File: src/rac_pkg.sv
// package of register indexes, reset values, field positions and codes
// for the adaptation control register bank.
// assumes byte address = 4 * register index on the bus.
package rac_pkg;

  // ---------------------------------------------------------------
  // register indexes
  // ---------------------------------------------------------------
  localparam logic [5:0] IDX_LOCKQ   = 6'h2f;
  localparam logic [5:0] IDX_PGEN    = 6'h30;
  localparam logic [5:0] IDX_ADAPT   = 6'h31;
  localparam logic [5:0] IDX_EYE     = 6'h32;
  localparam logic [5:0] IDX_HAND    = 6'h33;
  localparam logic [5:0] IDX_TAPLIM  = 6'h34;
  localparam logic [5:0] IDX_IRQ_ST  = 6'h3e;
  localparam logic [5:0] IDX_IRQ_MSK = 6'h3f;

  // ---------------------------------------------------------------
  // reset values and writable-bit masks
  // ---------------------------------------------------------------
  localparam logic [7:0] RST_LOCKQ   = 8'h06;
  localparam logic [7:0] RST_PGEN    = 8'h00;
  localparam logic [7:0] RST_ADAPT   = 8'h40;
  localparam logic [7:0] RST_EYE     = 8'h11;
  localparam logic [7:0] RST_HAND    = 8'h88;
  localparam logic [7:0] RST_TAPLIM  = 8'h3f;
  localparam logic [2:0] RST_IRQ     = 3'h0;
  localparam logic [7:0] WM_LOCKQ    = 8'h06;
  localparam logic [7:0] WM_PGEN     = 8'hcf;
  localparam logic [7:0] WM_ADAPT    = 8'hf8;
  localparam logic [7:0] WM_ALL      = 8'hff;
  localparam logic [7:0] WM_TAPLIM   = 8'h7f;

  // ---------------------------------------------------------------
  // field positions
  // ---------------------------------------------------------------
  localparam int B_FLD       = 1;
  localparam int B_PPMQ      = 2;
  localparam int B_PCLK      = 3;
  localparam int B_CRU       = 4;
  localparam int B_PPM_RDY   = 7;
  localparam int B_LOWPWR    = 6;
  localparam int MODE_LSB    = 5;
  localparam int FOM_LSB     = 3;
  localparam int THR_H_LSB   = 4;
  localparam int THR_V_LSB   = 0;
  localparam int LOCKCNT_LSB = 4;
  localparam int IRQ_CRU     = 0;
  localparam int IRQ_HEO     = 1;
  localparam int IRQ_VEO     = 2;
  localparam int N_IRQ       = 3;
  localparam int N_TAPS      = 4;
  localparam int TAP_W       = 5;

  // ---------------------------------------------------------------
  // mode codes
  // ---------------------------------------------------------------
  typedef enum logic [1:0] {
    MODE_OFF         = 2'h0,
    MODE_LIN         = 2'h1,
    MODE_LIN_FB_LIN  = 2'h2,
    MODE_LOCK_FB_LIN = 2'h3
  } rac_mode_t;

  typedef enum logic [1:0] {
    FOM_BOTH   = 2'h0,
    FOM_H      = 2'h1,
    FOM_V      = 2'h2,
    FOM_BOTH_B = 2'h3
  } rac_fom_t;

endpackage

File: src/rac_eye_cmp.sv
// eye-opening threshold comparisons for the adaptation control bank.
// assumes eye measurements are synchronous 8-bit unsigned values.
`timescale 1ns/1ps
module rac_eye_cmp
  import rac_pkg::*;
(
  input  wire logic       sys_clk,
  input  wire logic       rst,
  input  wire logic [7:0] horizontal_eye_opening,
  input  wire logic [7:0] vertical_eye_opening,
  input  wire logic [7:0] eye_thr,
  input  wire logic [7:0] hand_thr,
  input  wire logic [1:0] fom_sel,
  output logic            heo_low,
  output logic            veo_low,
  output logic            handoff_ok
);

  logic [7:0] irq_h_lim;
  logic [7:0] irq_v_lim;
  logic [7:0] hand_h_lim;
  logic [7:0] hand_v_lim;
  logic       use_h;
  logic       use_v;

  assign irq_h_lim  = {2'h0, eye_thr[THR_H_LSB +: 4], 2'h0};
  assign irq_v_lim  = {2'h0, eye_thr[THR_V_LSB +: 4], 2'h0};
  assign hand_h_lim = {3'h0, hand_thr[THR_H_LSB +: 4], 1'h0};
  // both handoff limits are checked on the horizontal opening
  assign hand_v_lim = {3'h0, hand_thr[THR_V_LSB +: 4], 1'h0};
  assign use_h      = (fom_sel != FOM_V);
  assign use_v      = (fom_sel != FOM_H);

  always_ff @(posedge sys_clk) begin
    if (rst) begin
      heo_low    <= 1'b0;
      veo_low    <= 1'b0;
      handoff_ok <= 1'b0;
    end else begin
      heo_low    <= use_h && (horizontal_eye_opening < irq_h_lim);
      veo_low    <= use_v && (vertical_eye_opening < irq_v_lim);
      handoff_ok <= (!use_h || (horizontal_eye_opening >= hand_h_lim))
                 && (!use_v || (horizontal_eye_opening >= hand_v_lim));
    end
  end

endmodule // rac_eye_cmp

File: src/rac_regs.sv
// adaptation control register bank for one retimer channel.
// assumes an avalon-mm master on sys_clk and synchronous status inputs.
// Behaviour
// - read/write bit, default one, enables frequency lock detect as lock qualifier
// - read/write bit, default one, enables frequency offset count as lock qualifier
// - bit 4 at pattern_gen_and_recovery_irq is read-only, high when clock recovery interrupt is high
// - pattern_gen_and_recovery_irq bit 3 gates pattern generator clock, bits 1:0 pick pattern
// - adaptation mode bits 6:5, reset 10, four adaptation sequences
// - bits 4:3 pick figure of merit: both, horizontal only, vertical only
// - horizontal eye interrupt compares opening against four times bits 7:4
// - vertical eye interrupt compares opening against four times bits 3:0
// - linear to feedback handoff compares horizontal opening to twice bits 7:4
// - second handoff threshold bits 3:0, twice value, on horizontal opening
// - feedback taps two to five clamped to magnitude in bits 3:0
//
// Our own choice: the Avalon-MM interface to the registers.
`timescale 1ns/1ps
module rac_regs
  import rac_pkg::*;
(
  input  wire logic                         sys_clk,
  input  wire logic                         rst,
  input  wire logic [7:0]                   address,
  input  wire logic                         read,
  input  wire logic                         write,
  input  wire logic [7:0]                   writedata,
  output logic      [7:0]                   readdata,
  output logic                              waitrequest,
  input  wire logic                         clock_recovery_irq,
  input  wire logic                         ppm_error_ready,
  input  wire logic [7:0]                   horizontal_eye_opening,
  input  wire logic [7:0]                   vertical_eye_opening,
  input  wire logic [N_TAPS-1:0][TAP_W-1:0] fb_tap_req,
  output logic      [N_TAPS-1:0][TAP_W-1:0] fb_tap_lim,
  output logic                              fld_check_en,
  output logic                              ppm_check_en,
  output logic                              pattern_clk_en,
  output logic      [1:0]                   pattern_sel,
  output rac_mode_t                         adapt_mode,
  output logic      [1:0]                   fom_sel,
  output logic      [7:0]                   eye_thr,
  output logic      [7:0]                   hand_thr,
  output logic                              low_power_dis,
  output logic      [1:0]                   lock_count,
  output logic                              handoff_ready,
  output logic                              irq
);

  // ---------------------------------------------------------------
  // bus slave
  // ---------------------------------------------------------------
  logic [7:0]       lockq;
  logic [7:0]       pgen;
  logic [7:0]       adapt;
  logic [7:0]       taplim;
  logic [N_IRQ-1:0] irq_status;
  logic [N_IRQ-1:0] irq_mask;
  logic [N_IRQ-1:0] irq_set;
  logic [N_IRQ-1:0] rd_clr;
  logic [5:0]       idx;
  logic             aligned;
  logic             commit;
  logic             wr_en;
  logic             rd_done;
  logic [7:0]       next_readdata;
  logic             cru_q;
  logic             cru_prev;
  logic             ppm_rdy_q;
  logic             heo_low;
  logic             veo_low;
  logic             heo_prev;
  logic             veo_prev;
  logic             handoff_ok;

  assign idx     = address[7:2];
  assign aligned = (address[1:0] == 2'h0);
  // a request waits one cycle, then completes while waitrequest is low
  assign commit  = (read || write) && !waitrequest;
  assign wr_en   = commit && write && aligned;
  assign rd_done = commit && read && aligned && (idx == IDX_IRQ_ST);

  function automatic logic [7:0] merge(input logic [7:0] old_v,
                                       input logic [7:0] new_v,
                                       input logic [7:0] mask);
    merge = (new_v & mask) | (old_v & ~mask);
  endfunction

  always_ff @(posedge sys_clk) begin
    if (rst) begin
      waitrequest <= 1'b1;
    end else begin
      waitrequest <= !((read || write) && waitrequest);
    end
  end

  always_comb begin
    next_readdata = 8'h00;
    if (aligned) begin
      unique case (idx)
        IDX_LOCKQ:   next_readdata = lockq;
        IDX_PGEN:    next_readdata = pgen | (8'(cru_q) << B_CRU);
        IDX_ADAPT:   next_readdata = adapt;
        IDX_EYE:     next_readdata = eye_thr;
        IDX_HAND:    next_readdata = hand_thr;
        IDX_TAPLIM:  next_readdata = taplim | (8'(ppm_rdy_q) << B_PPM_RDY);
        IDX_IRQ_ST:  next_readdata = {5'h00, irq_status};
        IDX_IRQ_MSK: next_readdata = {5'h00, irq_mask};
        default:     next_readdata = 8'h00;
      endcase
    end
  end

  // data are latched when the request is first seen, stable to completion
  always_ff @(posedge sys_clk) begin
    if (rst) begin
      readdata <= 8'h00;
    end else if (read && waitrequest) begin
      readdata <= next_readdata;
    end
  end

  // ---------------------------------------------------------------
  // control registers
  // ---------------------------------------------------------------
  always_ff @(posedge sys_clk) begin
    if (rst) begin
      lockq <= RST_LOCKQ;
    end else if (wr_en && idx == IDX_LOCKQ) begin
      lockq <= merge(lockq, writedata, WM_LOCKQ);
    end
  end

  always_ff @(posedge sys_clk) begin
    if (rst) begin
      pgen <= RST_PGEN;
    end else if (wr_en && idx == IDX_PGEN) begin
      pgen <= merge(pgen, writedata, WM_PGEN);
    end
  end

  always_ff @(posedge sys_clk) begin
    if (rst) begin
      adapt <= RST_ADAPT;
    end else if (wr_en && idx == IDX_ADAPT) begin
      adapt <= merge(adapt, writedata, WM_ADAPT);
    end
  end

  always_ff @(posedge sys_clk) begin
    if (rst) begin
      eye_thr <= RST_EYE;
    end else if (wr_en && idx == IDX_EYE) begin
      eye_thr <= merge(eye_thr, writedata, WM_ALL);
    end
  end

  always_ff @(posedge sys_clk) begin
    if (rst) begin
      hand_thr <= RST_HAND;
    end else if (wr_en && idx == IDX_HAND) begin
      hand_thr <= merge(hand_thr, writedata, WM_ALL);
    end
  end

  always_ff @(posedge sys_clk) begin
    if (rst) begin
      taplim <= RST_TAPLIM;
    end else if (wr_en && idx == IDX_TAPLIM) begin
      taplim <= merge(taplim, writedata, WM_TAPLIM);
    end
  end

  assign fld_check_en   = lockq[B_FLD];
  assign ppm_check_en   = lockq[B_PPMQ];
  assign pattern_clk_en = pgen[B_PCLK];
  assign pattern_sel    = pgen[1:0];
  assign adapt_mode     = rac_mode_t'(adapt[MODE_LSB +: 2]);
  assign fom_sel        = adapt[FOM_LSB +: 2];
  assign low_power_dis  = taplim[B_LOWPWR];
  assign lock_count     = taplim[LOCKCNT_LSB +: 2];

  // ---------------------------------------------------------------
  // status sampling and eye comparisons
  // ---------------------------------------------------------------
  always_ff @(posedge sys_clk) begin
    if (rst) begin
      cru_q     <= 1'b0;
      cru_prev  <= 1'b0;
      ppm_rdy_q <= 1'b0;
      heo_prev  <= 1'b0;
      veo_prev  <= 1'b0;
    end else begin
      cru_q     <= clock_recovery_irq;
      cru_prev  <= cru_q;
      ppm_rdy_q <= ppm_error_ready;
      heo_prev  <= heo_low;
      veo_prev  <= veo_low;
    end
  end

  rac_eye_cmp u_eye_cmp (
    .sys_clk                (sys_clk),
    .rst                    (rst),
    .horizontal_eye_opening (horizontal_eye_opening),
    .vertical_eye_opening   (vertical_eye_opening),
    .eye_thr                (eye_thr),
    .hand_thr               (hand_thr),
    .fom_sel                (fom_sel),
    .heo_low                (heo_low),
    .veo_low                (veo_low),
    .handoff_ok             (handoff_ok)
  );

  assign handoff_ready = handoff_ok;

  // ---------------------------------------------------------------
  // interrupt status and mask
  // ---------------------------------------------------------------
  assign irq_set[IRQ_CRU] = cru_q && !cru_prev;
  assign irq_set[IRQ_HEO] = heo_low && !heo_prev;
  assign irq_set[IRQ_VEO] = veo_low && !veo_prev;
  // only bits already returned to software are cleared; a new set wins
  assign rd_clr = rd_done ? readdata[N_IRQ-1:0] : RST_IRQ;

  always_ff @(posedge sys_clk) begin
    if (rst) begin
      irq_status <= RST_IRQ;
    end else begin
      irq_status <= (irq_status & ~rd_clr) | irq_set;
    end
  end

  always_ff @(posedge sys_clk) begin
    if (rst) begin
      irq_mask <= RST_IRQ;
    end else if (wr_en && idx == IDX_IRQ_MSK) begin
      irq_mask <= writedata[N_IRQ-1:0];
    end
  end

  always_ff @(posedge sys_clk) begin
    if (rst) begin
      irq <= 1'b0;
    end else begin
      irq <= |(irq_status & irq_mask);
    end
  end

  // ---------------------------------------------------------------
  // feedback tap clamp, taps two to five
  // ---------------------------------------------------------------
  genvar t;
  generate
    for (t = 0; t < N_TAPS; t++) begin : g_tap
      logic [TAP_W-1:0] mag;
      logic [TAP_W-1:0] lim;
      assign mag = fb_tap_req[t][TAP_W-1] ? TAP_W'(-fb_tap_req[t]) : fb_tap_req[t];
      assign lim = {1'b0, taplim[3:0]};
      always_ff @(posedge sys_clk) begin
        if (rst) begin
          fb_tap_lim[t] <= '0;
        end else if (mag > lim) begin
          fb_tap_lim[t] <= fb_tap_req[t][TAP_W-1] ? TAP_W'(-lim) : lim;
        end else begin
          fb_tap_lim[t] <= fb_tap_req[t];
        end
      end
    end
  endgenerate
endmodule // rac_regs

File: config.mk
export PLATFORM = sky130hd
export DESIGN_NAME = rac_regs
export DESIGN_NICKNAME = d
export VERILOG_FILES = /design/src/rac_pkg.sv /design/src/rac_eye_cmp.sv /design/src/rac_regs.sv
export SDC_FILE = /design/constraint.sdc
export NUM_CORES = 1
export LEC_CHECK = 0
export BUFFER_PORTS_ARGS = -buffer_cell sky130_fd_sc_hd__buf_2
export CAP_MARGIN = 20
export CORE_MARGIN = 10
export CORE_UTILIZATION = 50
export DETAILED_ROUTE_END_ITERATION = 8
export GPL_ROUTABILITY_DRIVEN = 0
export GPL_TIMING_DRIVEN = 1
export HOLD_SLACK_MARGIN = 0.03
export PLACE_DENSITY = 0.76
export SLEW_MARGIN = 20
export SYNTH_ARGS = -nofsm -noshare
export SYNTH_HDL_FRONTEND = slang
export SYNTH_SLANG_ARGS = --single-unit
File: constraint.sdc
create_clock -name sys_clk -period 2.8 [get_ports sys_clk]
set_clock_uncertainty 0.05 [all_clocks]
set_input_delay 0.14 -clock sys_clk [delete_from_list [all_inputs] [get_ports sys_clk]]
set_output_delay 0.14 -clock sys_clk [all_outputs]
set_load 0.05 [all_outputs]
=== Word level (Yosys, flattened, before mapping) ===
Cells that the tools add are included.

* Bits in registers: 92
* Input bits: 58

* Reduce and logical (&&, ||, !) cells: 33
* Equality and inequality tests: 10
* Add/subtract/negate cells: 5
* Muxes and demuxes: 15
* Order comparisons: 8
* Bitwise operators: 10

{| class="wikitable"
|+ Operators by type and width
! cell !! count
|-
| one-hot mux 8 bit (8 select lines) || 1
|-
| 2-to-1 mux 5 bit || 12
|-
| == test 6 bit (second input constant) || 8
|-
| logical AND 1 bit || 21
|-
| greater-than comparator 5 x 4 -> 1 bit || 4
|-
| negation 5 bit || 4
|-
| greater-or-equal comparator 8 x 5 -> 1 bit || 2
|-
| less-than comparator 8 x 6 -> 1 bit || 2
|-
| 2-to-1 mux 8 bit || 1
|-
| bitwise OR 3 x 8 -> 8 bit || 1
|-
| bitwise OR 7 x 8 -> 8 bit || 1
|-
| bitwise OR 8 x 3 -> 8 bit || 1
|-
| bitwise OR 8 x 5 -> 8 bit || 1
|-
| bitwise OR 8 x 6 -> 8 bit || 1
|-
| bitwise OR 8 bit || 1
|-
| logical NOT 1 bit || 7
|-
| bitwise AND 3 bit || 2
|-
| negation 4 -> 5 bit || 1
|-
| logical OR 1 bit || 3
|-
| 2-to-1 mux 3 bit || 1
|-
| NOT 3 bit || 1
|-
| bitwise OR 3 bit || 1
|-
| OR reduction 3 bit || 1
|-
| logical NOT 2 bit || 1
|-
| other kinds (2) || 2
|}

=== Longest topological paths before layout ===
Gate-level depths: netlist (run 1).

* Depth in word-level cells: 9
* Depth in mapped cells: 10
* Gate-level depth less buffers: 10

=== Modules after synthesis ===
From an unflattened synthesis (run 1), not the netlist that was laid out.

* Cell total of the unflattened synthesis: 511
* Area, all modules: 4535.6 µm²

{| class="wikitable"
|+ By module, submodules not included
! module !! cells an instance !! area each (µm²) !! times used
|-
| rac_regs || 454 || 4070.2 || 1
|-
| rac_eye_cmp || 57 || 465.4 || 1
|}

=== Worst setup path after synthesis (run 1) ===
Ideal clock, no wire load.

* Kind: flip-flop to flip-flop
* Start point: register waitrequest
* End point: register hand_thr[0]
* Setup slack: 593 ps
* Path buffers: 1
* Stages on the path, launching flop included: 7
* Arrival: 2029 ps
* Period minus slack after synthesis: 2207 ps
* Data required time: 2622 ps
* Cell sequence: dfxtp_1 or4b_4 nor4_4 and3_1 buf_6 mux2i_1 nor2_1

* Cells in the longest elaborated chain, start to end: 5

{| class="wikitable"
|+ Ends and longest elaborated chain
! item !! line !! text
|-
| from (decl) || rac_regs.sv:28 || <nowiki>output logic waitrequest,</nowiki>
|-
| from (signal assigned) || rac_regs.sv:92 || <nowiki>waitrequest <= !((read || write) && waitrequest);</nowiki>
|-
| logical NOT 1 bit || rac_regs.sv:78 || <nowiki>assign commit = (read || write) && !waitrequest;</nowiki>
|-
| logical AND 1 bit || rac_regs.sv:78 ||
|-
| logical AND 1 bit (2 in series) || rac_regs.sv:79 || <nowiki>assign wr_en = commit && write && aligned;</nowiki>
|-
| logical AND 1 bit || rac_regs.sv:160 || <nowiki>end else if (wr_en && idx == IDX_HAND) begin</nowiki>
|-
| to (signal assigned) || rac_regs.sv:161 || <nowiki>hand_thr <= merge(hand_thr, writedata, WM_ALL);</nowiki>
|-
| to (decl) || rac_regs.sv:42 || <nowiki>output logic [7:0] hand_thr,</nowiki>
|}

No other way between the ends.
A chain may end at the register's enable or synchronous reset.

=== Final worst setup path (run 1) ===
* Start point: input fb_tap_req[0] (netlist name)
* End point: register fb_tap_lim[3] (netlist name)

* Cells in the longest elaborated chain, start to end: 4

{| class="wikitable"
|+ Ends and longest elaborated chain
! item !! line !! text
|-
| from (decl) || rac_regs.sv:33 || <nowiki>input wire logic [N_TAPS-1:0][TAP_W-1:0] fb_tap_req,</nowiki>
|-
| negation 5 bit || rac_regs.sv:257 || <nowiki>assign mag = fb_tap_req[t][TAP_W-1] ? TAP_W'(-fb_tap_req[t]) : fb_tap_req[t];</nowiki>
|-
| 2-to-1 mux 5 bit * || rac_regs.sv:257 ||
|-
| greater-than comparator 5 x 4 -> 1 bit * || rac_regs.sv:262 || <nowiki>end else if (mag > lim) begin</nowiki>
|-
| 2-to-1 mux 5 bit * || rac_regs.sv:262 ||
|-
| to (signal, indexed assignment) || rac_regs.sv:263 || <nowiki>fb_tap_lim[t] <= fb_tap_req[t][TAP_W-1] ? TAP_W'(-lim) : lim;</nowiki>
|-
| to (signal, indexed assignment) || rac_regs.sv:265 || <nowiki>fb_tap_lim[t] <= fb_tap_req[t];</nowiki>
|-
| to (decl) || rac_regs.sv:34 || <nowiki>output logic [N_TAPS-1:0][TAP_W-1:0] fb_tap_lim,</nowiki>
|}

Mark *: on every way between the ends. The rest lies on a longest branch, timed or not.

==> results.toml, run 1 <==
[power_and_ir_drop]
ir_drop_mv = 0.239
power.density_nw_per_um2 = 460
pwr-share-clk_pct = 37.0
power_leakage_nw = 2.48
combPwrFrac_pct = 16.1
p_int_mw = 1.78
swShare_pct = 28.9
power_switching_mw = 0.726
power_mw = 2.51
sequentialPowerShare_pct = 46.8

[logic_synthesis]
yosysSeqAreaShare_pct = 36.0
synth_edf_count = 0
synth_top_cell_area_share_pct = 36.0
yosysWarningCount = 0
yosys-top-cells-area = "dfxtp_1 (36%), ha_1 (9.8%), mux2i_1 (7.2%)"
async_flop_share_pct = 0
synth.cell_area_um2 = 4450
synth_nets = 598
avgSynthCellArea_um2 = 8.81
synth_top_area_cell = "dfxtp_1"
synth_cells = 505
synth_flop_cell = "dfxtp_1"
synth-seq-cells = 80
netlist-cell-type-count = 51

[timing]
max_slew_margin_pct = 43.5
drv_slew = 0
fin_crit_sh_pct = 89.6
clock.fmax_ghz = 0.399
finalHoldViolCount = 0
rsz0062_at_grt = "no"
worst_pin_slew_ns = 0.836
finalCriticalPeriod_ns = 2.51
setup_tns_ns = 0
setup_viol = 0

[final_layout]
drive_above_1_share_pct = 23.5
layout_commonest_cell = "buf_2"
layout_common_cells = "buf_2 (114), dfxtp_1 (80), nand2_1 (65)"
n_antenna_cell = 0
multiInputGateArea_um2 = 2570
syn_to_final_growth_pct = 22.5
seqCellArea_um2 = 1600
fill_cells = 735
fin_nets = 718
final_util_pct = 62.8

[floorplanning]
die_h_um = 114
io_pins = 117
dieWidth_um = 114
rows = 34
start_util_pct = 51.3
core_area_um2 = 8680
dieArea_um2 = 13100

[grt]
grt-ovfl-total = 0
grt_pass1_wl_um = 21000
grt_max_degree = 44
globalRouteTotalUtil_pct = 19.6
antenna_found_initial = 0
grt_pass1_vias = 4281

[worst_setup_path]
startpoint_type = "input port"
worstPathCellList = "dlygate4sd3_1, buf_2, inv_1, ha_1, nand2b_1, xnor2_1, ha_1, and4_1, a21oi_1, nor2_1, o32ai_1"
cp_slowest_cell = "dlygate4sd3_1"
cp_top_family = "buffers and inverters"
rr_worst_depth = 6
cp_common_cell = "ha_1"
critPathArrivalTime_ns = 2.71
required_ns = 3.00
worst-setup-path-type = "in -> reg"
slowest_delay_ns = 0.54
critPathBufInv = 3
cp-end-kind = "flip-flop"
crit_path_max_fanout = 7
path_depth = 11

[cts]
htreeDepth = 3
post-cts-setup-buffers = 0
cts_tree = "built"
cts.sinks = 80
cts.clk_slew.worst_paths_ns = 0.09
clockBufferDepth = 2
clk_latency_ns = 0.36
cts_buffers = 9
root_buffer = "clkbuf_8"

[routing]
drt-wirelength-per-cell_um = 17.7
wl_um = 13100
drtPass1Iterations = 5
dr.first_iter.drc_count = 237
viasPerCell = 5.70
remaining_drc_errors = 0
via_count = 4209
drtAntennaViolNets = 0

[flow_run]
maxCapViolCount = 0

[worst_hold_path]
min_delay_path_depth = 3
hold_class = "in -> reg"

[place]
dp_hpwl_um = 9760
io_buffers = 114

[outcome]
outcome = "completed"
repair_timing:
action	CTS	global route
resized for setup	0	0
hold endpoints to repair	24	0
endpoints found under the setup margin	0	0
hold buffers	19	0
synthesized netlist by cell type (all sizes together), types with 2 or more instances:
cell type and number:
a2111oi 2, a21o 2, a21oi 28, a222oi 2
a22oi 6, a31oi 2, and3 8, and4 4
buf 13, clkbuf 17, clkinv 2, dfxtp 80
ha 35, inv 32, mux2i 32, mux4 4
nand2 65, nand2b 10, nand3 23, nor2 22
nor2b 17, nor3 6, nor4 3, nor4bb 4
o2111ai 2, o211ai 7, o21ai 28, o221ai 4
o311a 8, o31ai 4, o32ai 4, xnor2 16
worst reg2reg max path: stages (launching register included):
cell	delay (ns)
dfxtp_1	0.57
inv_1	0.22
ha_1	0.35
and4_1	0.19
a21oi_1	0.40
nor2_1	0.15
o32ai_1	0.32
layer usage:
metal	wire length [µm]	share of wire (%)	track usage, %	vias up
met1	5570	43	24.0	1990
met5	0	0	0	-
met4	230	1.8	6.35	0
li1	-	-	-	2040
met3	885	6.8	5.29	21
met2	6410	49	32.8	158
state kept, by name, indices dropped and copies added, names as in the netlist, 2 cells and up:
name / count
fb_tap_lim: 20
eye_thr: 8
hand_thr: 8
readdata: 8
taplim: 7
pgen: 6
adapt: 5
irq_mask: 3
irq_status: 3
lockq: 2
per-stage QoR:
step | area (µm²) | instances | setup WS, ns | hold slack, ns
2_1_floorplan | 4450 | 505 | 0.593 | 0.206
3_3_place_gp | 5050 | 703 | 0.575 | 0.332
3_5_place_dp | 5050 | 703 | 0.491 | 0.331
4_1_cts | 5450 | 738 | 0.337 | 0.0304
5_1_grt | 5450 | 738 | 0.122 | 0.0377
6_report | 5450 | 738 | 0.291 | 0.0378
cells by family (layout without fill, tap and decap cells):
family | after synthesis | in the layout | synth area share, %
fa+ha+maj | 35 | 35 | 9.85
compound gates | 104 | 104 | 15.4
mux | 37 | 37 | 9.48
xor+xnor | 16 | 16 | 3.15
flops | 80 | 80 | 36.0
buf+inv | 64 | 189 | 6.30
simple gates | 169 | 169 | 19.8
layout make-up:
cell class                 instances  area share, %
timing repair buffer             139           14.8
clock buffer                      11           2.78
clock inverter                     5           1.15
inverter                          34           2.34
tap                              108           2.48
sequential                        80           29.4
multi-input combinational        361           47.1
final timing paths:
kind	slack (ns)	from	to
setup / recovery	0.29	fb_tap_req[0]	fb_tap_lim[3]
hold / removal	0.04	vertical_eye_opening[6]	u_eye_cmp.veo_low
setup reg to reg	0.45	taplim[2]	fb_tap_lim[3]
hold reg to reg	0.42	pgen[6]	pgen[6]
power by group through the flow:
stage          registers, mW  clock network (mW)  logic [mW]
3_3_place_gp            1.20                   0       0.369
2_1_floorplan           1.28                   0       0.170
4_1_cts                 1.17               0.934       0.404
3_5_place_dp            1.20                   0       0.381
5_1_grt                 1.18               0.986       0.439
6_report                1.17               0.929       0.405
No activity file was read; power rests on OpenSTA's default activity.
==> run 2: changes to the inputs <==
Clock period 2.8 ns to 2.65 ns, I/O delays scaled along.
==> run 2 against run 1 <==
Effect of this change: global-route usage is 0.51 points higher; cell count is 0.81% higher; utilization is 0.49 points higher; register-to-register slack worse by 0.17 ns; final area is 0.78% higher; non-clock buffer count is 7 higher; sequential share of layout area is 0.23 points lower; clock-buffer cell count is 2 lower; clock power is 4.8% lower; combinational power is 7.7% higher; flip-flop and latch count stayed put; critical path depth is 1 higher; critical endpoint is now fb_tap_lim[7]; largest cell class unchanged; largest power group unchanged; highest routed layer unchanged.
==> results.toml, run 2 (synthesis results as in run 1) <==
[timing]
max_slew_margin_pct = 40.9
drv_slew = 0
setup_viol = 0
hold_ws_ns = 0.0394
worst_pin_slew_ns = 0.874
rsz0062_at_grt = "no"
layout_setup_ws_ns = 0.179
fin_crit_sh_pct = 93.3
finalCriticalPeriod_ns = 2.47
setup_tns_ns = 0
clock.fmax_ghz = 0.405
finalHoldViolCount = 0

[grt]
antenna_found_initial = 0
globalRouteTotalUtil_pct = 20.2
grt_pass1_vias = 4479
grt_pass1_wl_um = 21700
grt_max_degree = 37
grt-ovfl-total = 0

[cts]
htreeDepth = 3
clockBufferDepth = 2
cts.clk_slew.worst_paths_ns = 0.08
root_buffer = "clkbuf_8"
clk_latency_ns = 0.36
cts_tree = "built"
cts.sinks = 80
cts_buffers = 9

[outcome]
outcome = "completed"

[final_layout]
fill_cells = 759
n_antenna_cell = 0
layout_commonest_cell = "buf_2"
syn_to_final_growth_pct = 23.5
largest_reg_flops = 20
top_register = "fb_tap_lim"
fin_nets = 725
stdcell_count = 744
layout_common_cells = "buf_2 (114), dfxtp_1 (80), nand2_1 (65)"
drive_above_1_share_pct = 24.2

[floorplanning]
rows = 34
start_util_pct = 51.3
io_pins = 117
dieArea_um2 = 13100
core_area_um2 = 8680
die_h_um = 114
dieWidth_um = 114

[flow_run]
maxCapViolCount = 0

[place]
io_buffers = 114
dp_hpwl_um = 9900
placed_cells = 707
place_ws_ns = 0.327

[routing]
drtPass1Iterations = 5
viasPerCell = 5.76
drt-wirelength-per-cell_um = 17.8
via_count = 4282
dr.first_iter.drc_count = 218
drtAntennaViolNets = 0
remaining_drc_errors = 0
wl_um = 13200

[power_and_ir_drop]
swShare_pct = 28.9
ir_drop_mv = 0.277
p_int_mw = 1.82
power_switching_mw = 0.740
power_leakage_nw = 2.51
sequentialPowerShare_pct = 48.5
combPwrFrac_pct = 17.0
pwr-share-clk_pct = 34.5
power.density_nw_per_um2 = 466

[worst_setup_path]
crit_path_max_fanout = 7
startpoint_type = "input port"
required_ns = 2.87
critPathArrivalTime_ns = 2.69
cp-end-kind = "flip-flop"
worst-setup-path-type = "in -> reg"

[worst_hold_path]
hold_class = "in -> reg"
[run 2: cell types whose count changed in the layout (fill, tap and decap cells not counted), moves of 3 or more]
cell,previous run,this run
a21oi_2,0,3
clkinv_2,0,3
buf_4,6,10
a21oi_1,28,25
dlygate4sd3_1,19,22
[run 2: area by class of cell]
class                           instances  area (µm²)  share of cell area [%]
Multi-Input combinational cell        361        2580                    46.9
Sequential cell                        80        1600                    29.2
Tap cell                              108         135                    2.46
Timing Repair Buffer                  146         866                    15.8
Clock inverter                          6        61.3                    1.12
Inverter                               34         128                    2.32
Clock buffer                            9         124                    2.26
[run 2: path summary, 6_finish.rpt]
kind         slack, ns           start             end  depth (start not counted)
max               0.18   fb_tap_req[5]   fb_tap_lim[7]                         12
max reg2reg       0.28       taplim[3]   fb_tap_lim[7]                          6
min               0.04  fb_tap_req[18]  fb_tap_lim[18]                          2
min reg2reg       0.41     readdata[5]     readdata[5]                          2
[run 2: metrics by stage]
step / utilization (%) / power, mW / area [µm²]
2_1_floorplan: - / 1.54 / 4450
3_3_place_gp: 58.5 / 1.66 / 5080
3_5_place_dp: 58.5 / 1.67 / 5080
4_1_cts: 63.2 / 2.57 / 5480
5_1_grt: 63.3 / 2.66 / 5490
6_report: 63.3 / 2.56 / 5490
[run 2: per-layer routing]
metal	GRT usage (%)	vias to the layer above	share of wire (%)
met5	0	-	0
met4	6.60	0	1.4
met3	5.97	21	8.3
met2	34.6	175	50
met1	23.4	2040	41
li1	-	2046	-
[run 2: worst max-delay path: stages]
cell	delay (ns)
dlygate4sd3_1	0.53
buf_2	0.12
inv_1	0.06
ha_1	0.28
nand2_1	0.06
o21ai_0	0.08
ha_1	0.30
nor2b_1	0.16
o211ai_1	0.11
a21oi_1	0.40
nor2_1	0.16
o32ai_1	0.30
[run 2: power groups by stage]
stage                     registers, mW  clock network (mW)  logic, mW
after floorplan                    1.36                   0      0.180
after global placement             1.27                   0      0.392
after detailed placement           1.27                   0      0.405
after CTS                          1.24               0.893      0.432
after global routing               1.24               0.939      0.474
final                              1.24               0.884      0.436
[run 2: repair_timing]
action                                  CTS  global route
gates resized for setup                   0             3
setup buffers                             0             0
endpoints found under the hold margin    27             0
hold buffers                             22             0
endpoints found under the setup margin    0             4
